File: src/tlp_pkg.sv
// Purpose: constants and types for the two-level priority interrupt block
// Assumes: one 200 MHz clock, AHB-Lite word access
// Notes:   offsets are byte addresses of aligned 32-bit words
package tlp_pkg;

    // ========================================================
    // register offsets
    localparam logic [7:0] OFS_MAIN_CTL   = 8'h00;
    localparam logic [7:0] OFS_EDGE_CTL   = 8'h04;
    localparam logic [7:0] OFS_PIN_CTL    = 8'h08;
    localparam logic [7:0] OFS_RESET_CTL  = 8'h0C;
    localparam logic [7:0] OFS_PIN_CHG_EN = 8'h10;
    localparam logic [7:0] OFS_SERVICE    = 8'h14;

    // ========================================================
    // reset values and writable masks
    localparam logic [7:0] RST_MAIN_CTL   = 8'h00;
    localparam logic [7:0] RST_EDGE_CTL   = 8'hF5;
    localparam logic [7:0] RST_PIN_CTL    = 8'hC0;
    localparam logic [7:0] RST_PIN_CHG_EN = 8'h00;
    localparam logic [7:0] MSK_EDGE_CTL   = 8'hF5;
    localparam logic [7:0] MSK_PIN_CTL    = 8'hDB;

    // ========================================================
    // field positions, main control
    localparam int GLOBAL_HIGH_EN_BIT  = 7;
    localparam int PERIPH_LOW_EN_BIT   = 6;
    localparam int TMR0_EN_BIT         = 5;
    localparam int EXT0_EN_BIT         = 4;
    localparam int PCHG_EN_BIT         = 3;
    localparam int TMR0_FLAG_BIT       = 2;
    localparam int EXT0_FLAG_BIT       = 1;
    localparam int PCHG_FLAG_BIT       = 0;
    // edge / priority control
    localparam int EXT0_EDGE_BIT       = 6;
    localparam int EXT1_EDGE_BIT       = 5;
    localparam int EXT2_EDGE_BIT       = 4;
    localparam int TMR0_PRIO_BIT       = 2;
    localparam int PCHG_PRIO_BIT       = 0;
    // external pin control
    localparam int EXT2_PRIO_BIT       = 7;
    localparam int EXT1_PRIO_BIT       = 6;
    localparam int EXT2_EN_BIT         = 4;
    localparam int EXT1_EN_BIT         = 3;
    localparam int EXT2_FLAG_BIT       = 1;
    localparam int EXT1_FLAG_BIT       = 0;
    // reset control
    localparam int PRIO_LEVEL_EN_BIT   = 7;

    // ========================================================
    // vectors and widths
    localparam logic [15:0] VEC_HIGH   = 16'h0008;
    localparam logic [15:0] VEC_LOW    = 16'h0018;
    localparam int PORT_W              = 8;
    localparam int PERIPH_W            = 8;
    localparam int EXT_W               = 3;

    // ========================================================
    // carriers
    typedef struct packed {
        logic        instr_end;  // instruction boundary pulse
        logic        return_from_isr_instr;     // return-from-isr executes now
        logic [15:0] ret_addr;   // address to resume at
    } tlp_core_in_t;

    typedef struct packed {
        logic        vec_valid;  // one-cycle vector load
        logic [15:0] vec_addr;
        logic        push;       // push ret address
        logic [15:0] push_addr;
    } tlp_core_out_t;

    typedef enum logic [1:0] {BUS_IDLE, BUS_WAIT} tlp_bus_state_t;

    typedef struct packed {
        logic [7:0]     main_ctl;
        logic [7:0]     edge_ctl;
        logic [7:0]     pin_ctl;
        logic           prio_en;
        logic [7:0]     pin_chg_en;
        logic [7:0]     port_last;
        logic           in_high;
        logic           in_low;
        tlp_bus_state_t bus;
        logic           bus_wr;
        logic [7:0]     bus_addr;
        logic           hreadyout;
        logic [31:0]    hrdata;
        logic           hresp;
        tlp_core_out_t  core;
    } tlp_state_t;

endpackage

File: src/tlp_pin_sync.sv
// Purpose: two-flop synchroniser with edge pulses for pin inputs
// Assumes: pins are asynchronous to hclk
// Notes:   edges are seen between the second and third stage only
`timescale 1ns/1ps
module tlp_pin_sync #(
    parameter int W = 11
) (
    input  wire logic         hclk,
    input  wire logic         hresetn,
    input  wire logic         ce,
    input  wire logic [W-1:0] pin,
    output logic      [W-1:0] level,
    output logic      [W-1:0] rise,
    output logic      [W-1:0] fall
);

    typedef struct packed {
        logic [W-1:0] s1;
        logic [W-1:0] s2;
        logic [W-1:0] s3;
    } tlp_sync_t;

    tlp_sync_t s;
    tlp_sync_t next_s;

    // ========================================================
    // shift chain; s1 is read by s2 only
    always_comb
    begin
        next_s    = s;
        next_s.s1 = pin;
        next_s.s2 = s.s1;
        next_s.s3 = s.s2;
    end

    always_ff @(posedge hclk or negedge hresetn)
    begin
        if (!hresetn)
            s <= '0;
        else if (ce)
            s <= next_s;
    end

    // edge taps behind the second stage
    assign level = s.s2;
    assign rise  = s.s2 & ~s.s3;
    assign fall  = ~s.s2 & s.s3;

endmodule // tlp_pin_sync

File: src/tlp_intc.sv
// Purpose: two-level priority interrupt controller with AHB-Lite registers
// Assumes: core gives instruction boundaries and return-from-isr pulses
// Notes:   peripheral inputs arrive already flagged and enabled
//
// Design decisions made here: the AHB-Lite interface to the registers and the register offsets.
`timescale 1ns/1ps

module tlp_intc (
    input  wire logic                        hclk,
    input  wire logic                        hresetn,
    input  wire logic                        ce,
    input  wire logic                        hsel,
    input  wire logic [31:0]                 haddr,
    input  wire logic [1:0]                  htrans,
    input  wire logic                        hwrite,
    input  wire logic [2:0]                  hsize,
    input  wire logic [31:0]                 hwdata,
    input  wire logic                        hready,
    output logic      [31:0]                 hrdata,
    output logic                             hreadyout,
    output logic                             hresp,
    input  wire logic                        timer_zero_overflow,
    input  wire logic [2:0]                  ext_irq_pin,
    input  wire logic [tlp_pkg::PORT_W-1:0]  port_pin,
    input  wire logic [tlp_pkg::PERIPH_W-1:0] periph_req,
    input  wire logic [tlp_pkg::PERIPH_W-1:0] periph_prio,
    input  wire tlp_pkg::tlp_core_in_t       core_in,
    output tlp_pkg::tlp_core_out_t           core_out
);

    tlp_pkg::tlp_state_t s;
    tlp_pkg::tlp_state_t next_s;

    logic [10:0] pin_level;
    logic [10:0] pin_rise;
    logic [10:0] pin_fall;
    logic [2:0]  ext_evt;
    logic        pchg_evt;
    logic [4:0]  core_pend;
    logic [4:0]  core_prio;
    logic        high_any;
    logic        low_any;
    logic        take_high;
    logic        take_low;
    logic        take_any;
    logic        bus_start;
    logic        do_write;
    logic [7:0]  wbyte;
    logic [7:0]  rd_byte;

    // OR-reduce of a source vector, used for both levels
    function automatic logic any_set(input logic [12:0] v);
        any_set = |v;
    endfunction

    // register readback by byte offset
    function automatic logic [7:0] read_reg(
        input tlp_pkg::tlp_state_t st,
        input logic [7:0]          ofs
    );
        unique case (ofs)
            tlp_pkg::OFS_MAIN_CTL:   read_reg = st.main_ctl;
            tlp_pkg::OFS_EDGE_CTL:   read_reg = st.edge_ctl;
            tlp_pkg::OFS_PIN_CTL:    read_reg = st.pin_ctl;
            tlp_pkg::OFS_RESET_CTL:  read_reg = {st.prio_en, 7'h00};
            tlp_pkg::OFS_PIN_CHG_EN: read_reg = st.pin_chg_en;
            tlp_pkg::OFS_SERVICE:    read_reg = {6'h00, st.in_high,
                                                 st.in_low};
            default:                 read_reg = 8'h00;
        endcase
    endfunction

    // ========================================================
    // pin synchronisers: three external pins and the port
    tlp_pin_sync #(
        .W(11)
    ) u_sync (
        .hclk    (hclk),
        .hresetn (hresetn),
        .ce      (ce),
        .pin     ({port_pin, ext_irq_pin}),
        .level   (pin_level),
        .rise    (pin_rise),
        .fall    (pin_fall)
    );

    // ========================================================
    // event detection
    always_comb
    begin
        // edge select: 1 rising, 0 falling
        ext_evt[0] = s.edge_ctl[tlp_pkg::EXT0_EDGE_BIT] ? pin_rise[0]
                                                       : pin_fall[0];
        ext_evt[1] = s.edge_ctl[tlp_pkg::EXT1_EDGE_BIT] ? pin_rise[1]
                                                       : pin_fall[1];
        ext_evt[2] = s.edge_ctl[tlp_pkg::EXT2_EDGE_BIT] ? pin_rise[2]
                                                       : pin_fall[2];
        // only enabled pins that changed count
        pchg_evt = |((pin_level[10:3] ^ s.port_last) & s.pin_chg_en);
    end

    // ========================================================
    // request arbitration
    always_comb
    begin
        // order: tmr0, ext0, pchg, ext1, ext2
        core_pend = {
            s.pin_ctl[tlp_pkg::EXT2_FLAG_BIT]
                & s.pin_ctl[tlp_pkg::EXT2_EN_BIT],
            s.pin_ctl[tlp_pkg::EXT1_FLAG_BIT]
                & s.pin_ctl[tlp_pkg::EXT1_EN_BIT],
            s.main_ctl[tlp_pkg::PCHG_FLAG_BIT]
                & s.main_ctl[tlp_pkg::PCHG_EN_BIT],
            s.main_ctl[tlp_pkg::EXT0_FLAG_BIT]
                & s.main_ctl[tlp_pkg::EXT0_EN_BIT],
            s.main_ctl[tlp_pkg::TMR0_FLAG_BIT]
                & s.main_ctl[tlp_pkg::TMR0_EN_BIT]};
        core_prio = {
            s.pin_ctl[tlp_pkg::EXT2_PRIO_BIT],
            s.pin_ctl[tlp_pkg::EXT1_PRIO_BIT],
            s.edge_ctl[tlp_pkg::PCHG_PRIO_BIT],
            1'b1,                                  // ext0 fixed high
            s.edge_ctl[tlp_pkg::TMR0_PRIO_BIT]};
        high_any = any_set({periph_req & periph_prio,
                            core_pend & core_prio});
        low_any  = any_set({periph_req & ~periph_prio,
                            core_pend & ~core_prio});
        if (s.prio_en)
        begin
            take_high = s.main_ctl[tlp_pkg::GLOBAL_HIGH_EN_BIT]
                        & high_any;
            take_low  = s.main_ctl[tlp_pkg::GLOBAL_HIGH_EN_BIT]
                        & s.main_ctl[tlp_pkg::PERIPH_LOW_EN_BIT]
                        & low_any & ~take_high;
        end
        else
        begin
            // compatibility: priority bits ignored
            take_high = s.main_ctl[tlp_pkg::GLOBAL_HIGH_EN_BIT]
                        & (|core_pend
                           | (s.main_ctl[tlp_pkg::PERIPH_LOW_EN_BIT]
                              & |periph_req));
            take_low  = 1'b0;
        end
        // taken at the next boundary, return has precedence
        take_any = core_in.instr_end & ~core_in.return_from_isr_instr
                   & (take_high | take_low);
    end

    // ========================================================
    // bus decode
    always_comb
    begin
        bus_start = hsel & htrans[1] & hready;
        do_write  = (s.bus == tlp_pkg::BUS_WAIT) & s.bus_wr;
        wbyte     = hwdata[7:0];
        rd_byte   = read_reg(s, s.bus_addr);
    end

    // ========================================================
    // next state
    always_comb
    begin
        next_s           = s;
        next_s.hresp     = 1'b0;
        next_s.core.vec_valid = 1'b0;
        next_s.core.push = 1'b0;
        next_s.port_last = pin_level[10:3];

        // bus slave: one wait cycle per transfer
        unique case (s.bus)
            tlp_pkg::BUS_IDLE:
            begin
                if (bus_start)
                begin
                    next_s.bus       = tlp_pkg::BUS_WAIT;
                    next_s.bus_wr    = hwrite;
                    next_s.bus_addr  = {haddr[7:2], 2'b00};
                    next_s.hreadyout = 1'b0;
                end
            end
            tlp_pkg::BUS_WAIT:
            begin
                next_s.bus       = tlp_pkg::BUS_IDLE;
                next_s.hreadyout = 1'b1;
                next_s.hrdata    = s.bus_wr ? 32'h0000_0000
                                            : {24'h000000, rd_byte};
            end
        endcase

        // software writes
        if (do_write)
        begin
            unique case (s.bus_addr)
                tlp_pkg::OFS_MAIN_CTL:   next_s.main_ctl = wbyte;
                tlp_pkg::OFS_EDGE_CTL:
                    next_s.edge_ctl = wbyte & tlp_pkg::MSK_EDGE_CTL;
                tlp_pkg::OFS_PIN_CTL:
                    next_s.pin_ctl = wbyte & tlp_pkg::MSK_PIN_CTL;
                tlp_pkg::OFS_RESET_CTL:
                    next_s.prio_en = wbyte[tlp_pkg::PRIO_LEVEL_EN_BIT];
                tlp_pkg::OFS_PIN_CHG_EN: next_s.pin_chg_en = wbyte;
                default:
                begin
                end
            endcase
        end

        // hardware sets flags over any clear
        if (timer_zero_overflow)
            next_s.main_ctl[tlp_pkg::TMR0_FLAG_BIT] = 1'b1;
        if (ext_evt[0])
            next_s.main_ctl[tlp_pkg::EXT0_FLAG_BIT] = 1'b1;
        if (pchg_evt)
            next_s.main_ctl[tlp_pkg::PCHG_FLAG_BIT] = 1'b1;
        if (ext_evt[1])
            next_s.pin_ctl[tlp_pkg::EXT1_FLAG_BIT] = 1'b1;
        if (ext_evt[2])
            next_s.pin_ctl[tlp_pkg::EXT2_FLAG_BIT] = 1'b1;

        // return re-enables the level being left
        if (core_in.instr_end & core_in.return_from_isr_instr)
        begin
            if (s.prio_en & ~s.in_high & s.in_low)
            begin
                next_s.main_ctl[tlp_pkg::PERIPH_LOW_EN_BIT] = 1'b1;
                next_s.in_low = 1'b0;
            end
            else
            begin
                next_s.main_ctl[tlp_pkg::GLOBAL_HIGH_EN_BIT] = 1'b1;
                next_s.in_high = 1'b0;
                if (!s.prio_en)
                    next_s.in_low = 1'b0;
            end
        end

        // entry: push, vector, mask the level
        if (take_any)
        begin
            next_s.core.vec_valid = 1'b1;
            next_s.core.push      = 1'b1;
            next_s.core.push_addr = core_in.ret_addr;
            if (take_high)
            begin
                next_s.core.vec_addr = tlp_pkg::VEC_HIGH;
                next_s.main_ctl[tlp_pkg::GLOBAL_HIGH_EN_BIT] = 1'b0;
                next_s.in_high = 1'b1;
            end
            else
            begin
                next_s.core.vec_addr = tlp_pkg::VEC_LOW;
                next_s.main_ctl[tlp_pkg::PERIPH_LOW_EN_BIT] = 1'b0;
                next_s.in_low = 1'b1;
            end
        end
    end

    // ========================================================
    // state register
    always_ff @(posedge hclk or negedge hresetn)
    begin
        if (!hresetn)
        begin
            s            <= '0;
            s.main_ctl   <= tlp_pkg::RST_MAIN_CTL;
            s.edge_ctl   <= tlp_pkg::RST_EDGE_CTL;
            s.pin_ctl    <= tlp_pkg::RST_PIN_CTL;
            s.pin_chg_en <= tlp_pkg::RST_PIN_CHG_EN;
            s.bus        <= tlp_pkg::BUS_IDLE;
            s.hreadyout  <= 1'b1;
        end
        else if (ce)
            s <= next_s;
    end

    // outputs straight from the state register
    assign hrdata    = s.hrdata;
    assign hreadyout = s.hreadyout;
    assign hresp     = s.hresp;
    assign core_out  = s.core;
endmodule // tlp_intc

File: config.mk
export PLATFORM = sky130hd
export DESIGN_NAME = tlp_intc
export DESIGN_NICKNAME = d
export VERILOG_FILES = /design/src/tlp_pkg.sv /design/src/tlp_pin_sync.sv /design/src/tlp_intc.sv
export SDC_FILE = /design/constraint.sdc
export NUM_CORES = 1
export LEC_CHECK = 0
export ABC_AREA = 1
export BUFFER_PORTS_ARGS = -buffer_cell sky130_fd_sc_hd__buf_4
export CORE_MARGIN = 4
export CORE_UTILIZATION = 45
export DETAILED_ROUTE_END_ITERATION = 8
export HOLD_SLACK_MARGIN = 0.03
export PLACE_DENSITY_LB_ADDON = 0.05
export SYNTH_ARGS = -nofsm -noshare
export SYNTH_HDL_FRONTEND = slang
export SYNTH_SLANG_ARGS = --single-unit
File: constraint.sdc
create_clock -name hclk -period 1.9 [get_ports hclk]
set_input_delay 0 -clock hclk [delete_from_list [all_inputs] [get_ports hclk]]
set_output_delay 0 -clock hclk [all_outputs]
set_load 0.005 [all_outputs]
==> flow_summary.toml <==
[status]
outcome = "finished clean"

[clock_tree]
cts_root_buf = "clkbuf_16"
clk_pin_slew_ns = 0.07
cts_max_level = 3
clk_latency_ns = 0.34
cts_max_path_buffers = 2
cts_tree = "done"
numCtsBuffers = 9
cts.sinks = 100
cts_setup_buffers = 0

[logic_synthesis]
synth_edf_count = 0
synth.distinct_cells = 37
syn_inst = 648
synth_flop_cell = "dfrtp_1"
ys_ff_latch = 100
syn_area_per_cell_um2 = 8.017
synthesis.area_um2 = 5195
yosysSeqAreaShare = 0.4839
synth_warnings = 0
async_reset_ff_frac = 1.000

[global_route]
overflow = 0
antenna_found_initial = 0
grt_pass1_vias = 4121
grt.total_usage = 0.1863
grt_max_degree = 56
grt_pass1_wl_um = 19930

[setup_path]
r2r_end = "core_out[6]"
reg2reg_from = "core_prio[0]"
rr_worst_depth = 10
critical_path.endpoint = "core_out[6]"
crit_arrival_ns = 2.03
worstSetupStartpoint = "core_prio[0]"
worstSetupEndpointType = "register"
crit_type = "reg2reg"
crit_fanout = 19
start_kind = "register"
required_ns = 2.18
rrSetupSlack_ns = 0.16

[routing]
via_per_inst = 4.807
drc = 0
wl_per_cell_um = 13.21
vias = 4370
wirelength_um = 12010
drtIter0Drc = 227
drtAntennaViolNets = 0
first_pass_iters = 7

[power]
total_leakage_power_nw = 3.345
p_per_area_nw_per_um2 = 951.9
irDropWorstVdd_mv = 0.5814
finalPower_mw = 6.198

[final_layout]
final_common_cell = "nand2_1"
utilization = 0.5878
syn_to_final_growth_pct = 25.34
nNetsFinal = 885
finalNonFillerCells = 909
finalInstanceArea_um2 = 6511
drive_gt1_frac = 0.1938
diodes = 0
layout_common_cells = "nand2_1 (221), buf_4 (106), dfrtp_1 (91)"

[placed_design]
place_ws_ns = 0.1104
dp_cells = 848
port_buffers = 95
hpwl_um = 8643
postPlaceCellArea_um2 = 5729
place.gp.congestion = 0.8609

[timing]
fin_hold_ws_ns = 0.07253
rsz0062_at_grt = "no"
clock.fmax_mhz = 573.9
drv_slew = 0
period_share = 0.9171
fin_crit_ns = 1.743
max_slew_margin = 0.5999
fin_skew_ns = 0.009376
tns_ns = 0
setup_viol = 0
final_hold_viol_count = 0
final.setup.worst_slack_ns = 0.1575
worst_pin_slew_ns = 0.6001

[floorplan]
initial_core_util = 0.4689
core_area_um2 = 11080
die_w_um = 115.4
die_h_um = 115.4
row_count = 38
die-area_um2 = 13330
io_pins = 189

[job]
maxCapViolations = 0

[worst_hold_path]
hold_start = "core_in[17]"
hp-class = "in2reg"
## registers in the layout, indices dropped and copies added (netlist names)
name and cells:
core_prio 4, hrdata 8, u_sync.s 3, s 43, core_out 19, hreadyout 1, u_sync.level 11, u_sync.next_s 11
## metal layers
metal	share of wire	GRT usage
met1	0.44	0.2628
met4	0.020	0.06729
met3	0.069	0.02245
met5	0	0
met2	0.47	0.2978
## power by group
part           switching, mW  internal, mW  total, mW
registers              0.279          2.54       2.81
logic                  0.700         0.689       1.39
clock network          0.825          1.17       1.99
## cells in the mapped netlist (4+ instances only)
library cell / number / area (um^2)
a22oi_1: 4 / 30.03
nor2_1: 25 / 93.84
dfstp_2: 9 / 236.5
nor3_1: 4 / 20.02
a21oi_1: 13 / 65.06
nand2_2: 5 / 31.28
inv_1: 58 / 217.7
nand3_1: 37 / 185.2
nand2_1: 221 / 829.6
clkbuf_1: 9 / 33.78
buf_4: 68 / 510.5
o21ai_0: 58 / 290.3
o21ai_1: 6 / 30.03
buf_2: 5 / 25.02
dfrtp_1: 91 / 2277
a22o_1: 4 / 35.03
## kinds of logic (layout without fill, tap and decap cells)
kind of cell,Yosys count,in the layout,share of synthesized area
buffers and inverters,145,228,0.1587
AND/OR/NAND/NOR,306,306,0.2536
other,1,39,0.0007219
flip-flops,100,100,0.4839
AO/OA/AOI/OAI,96,96,0.1031
## area by class of cell
class / instances / area, um^2
clock buffer: 10 / 229.0
clock inverter: 6 / 93.84
fill: 1030 / 4567
inverter: 60 / 225.2
multi-input combinational: 441 / 2008
sequential: 100 / 2514
tap: 140 / 175.2
timing repair buffer: 152 / 1266
## timing repair
action,CTS,global route
setup endpoints to repair,0,10
hold endpoints to repair,91,0
hold buffers,45,0
gates resized for setup,0,1
## worst min path at each step
stage	cells after the start	end	slack [ns]
floorplan	0	core_out[0]	-0.30
global route	4	s[80]	0.12
global placement	1	u_sync.level[1]	0.04
finish	4	s[80]	0.07
detailed placement	1	u_sync.level[6]	0.05
CTS	4	s[80]	0.06
## worst max-delay path: stages (launching register included)
cell	delay [ns]
dfstp_2	0.56
nand3_1	0.09
nand2_1	0.08
nor2_1	0.04
nand3_1	0.10
nand2_2	0.10
nand2_2	0.10
nand3_4	0.23
nand2_8	0.23
nand2_1	0.08
nand2_1	0.06
Power figures use the tool's default switching activity.
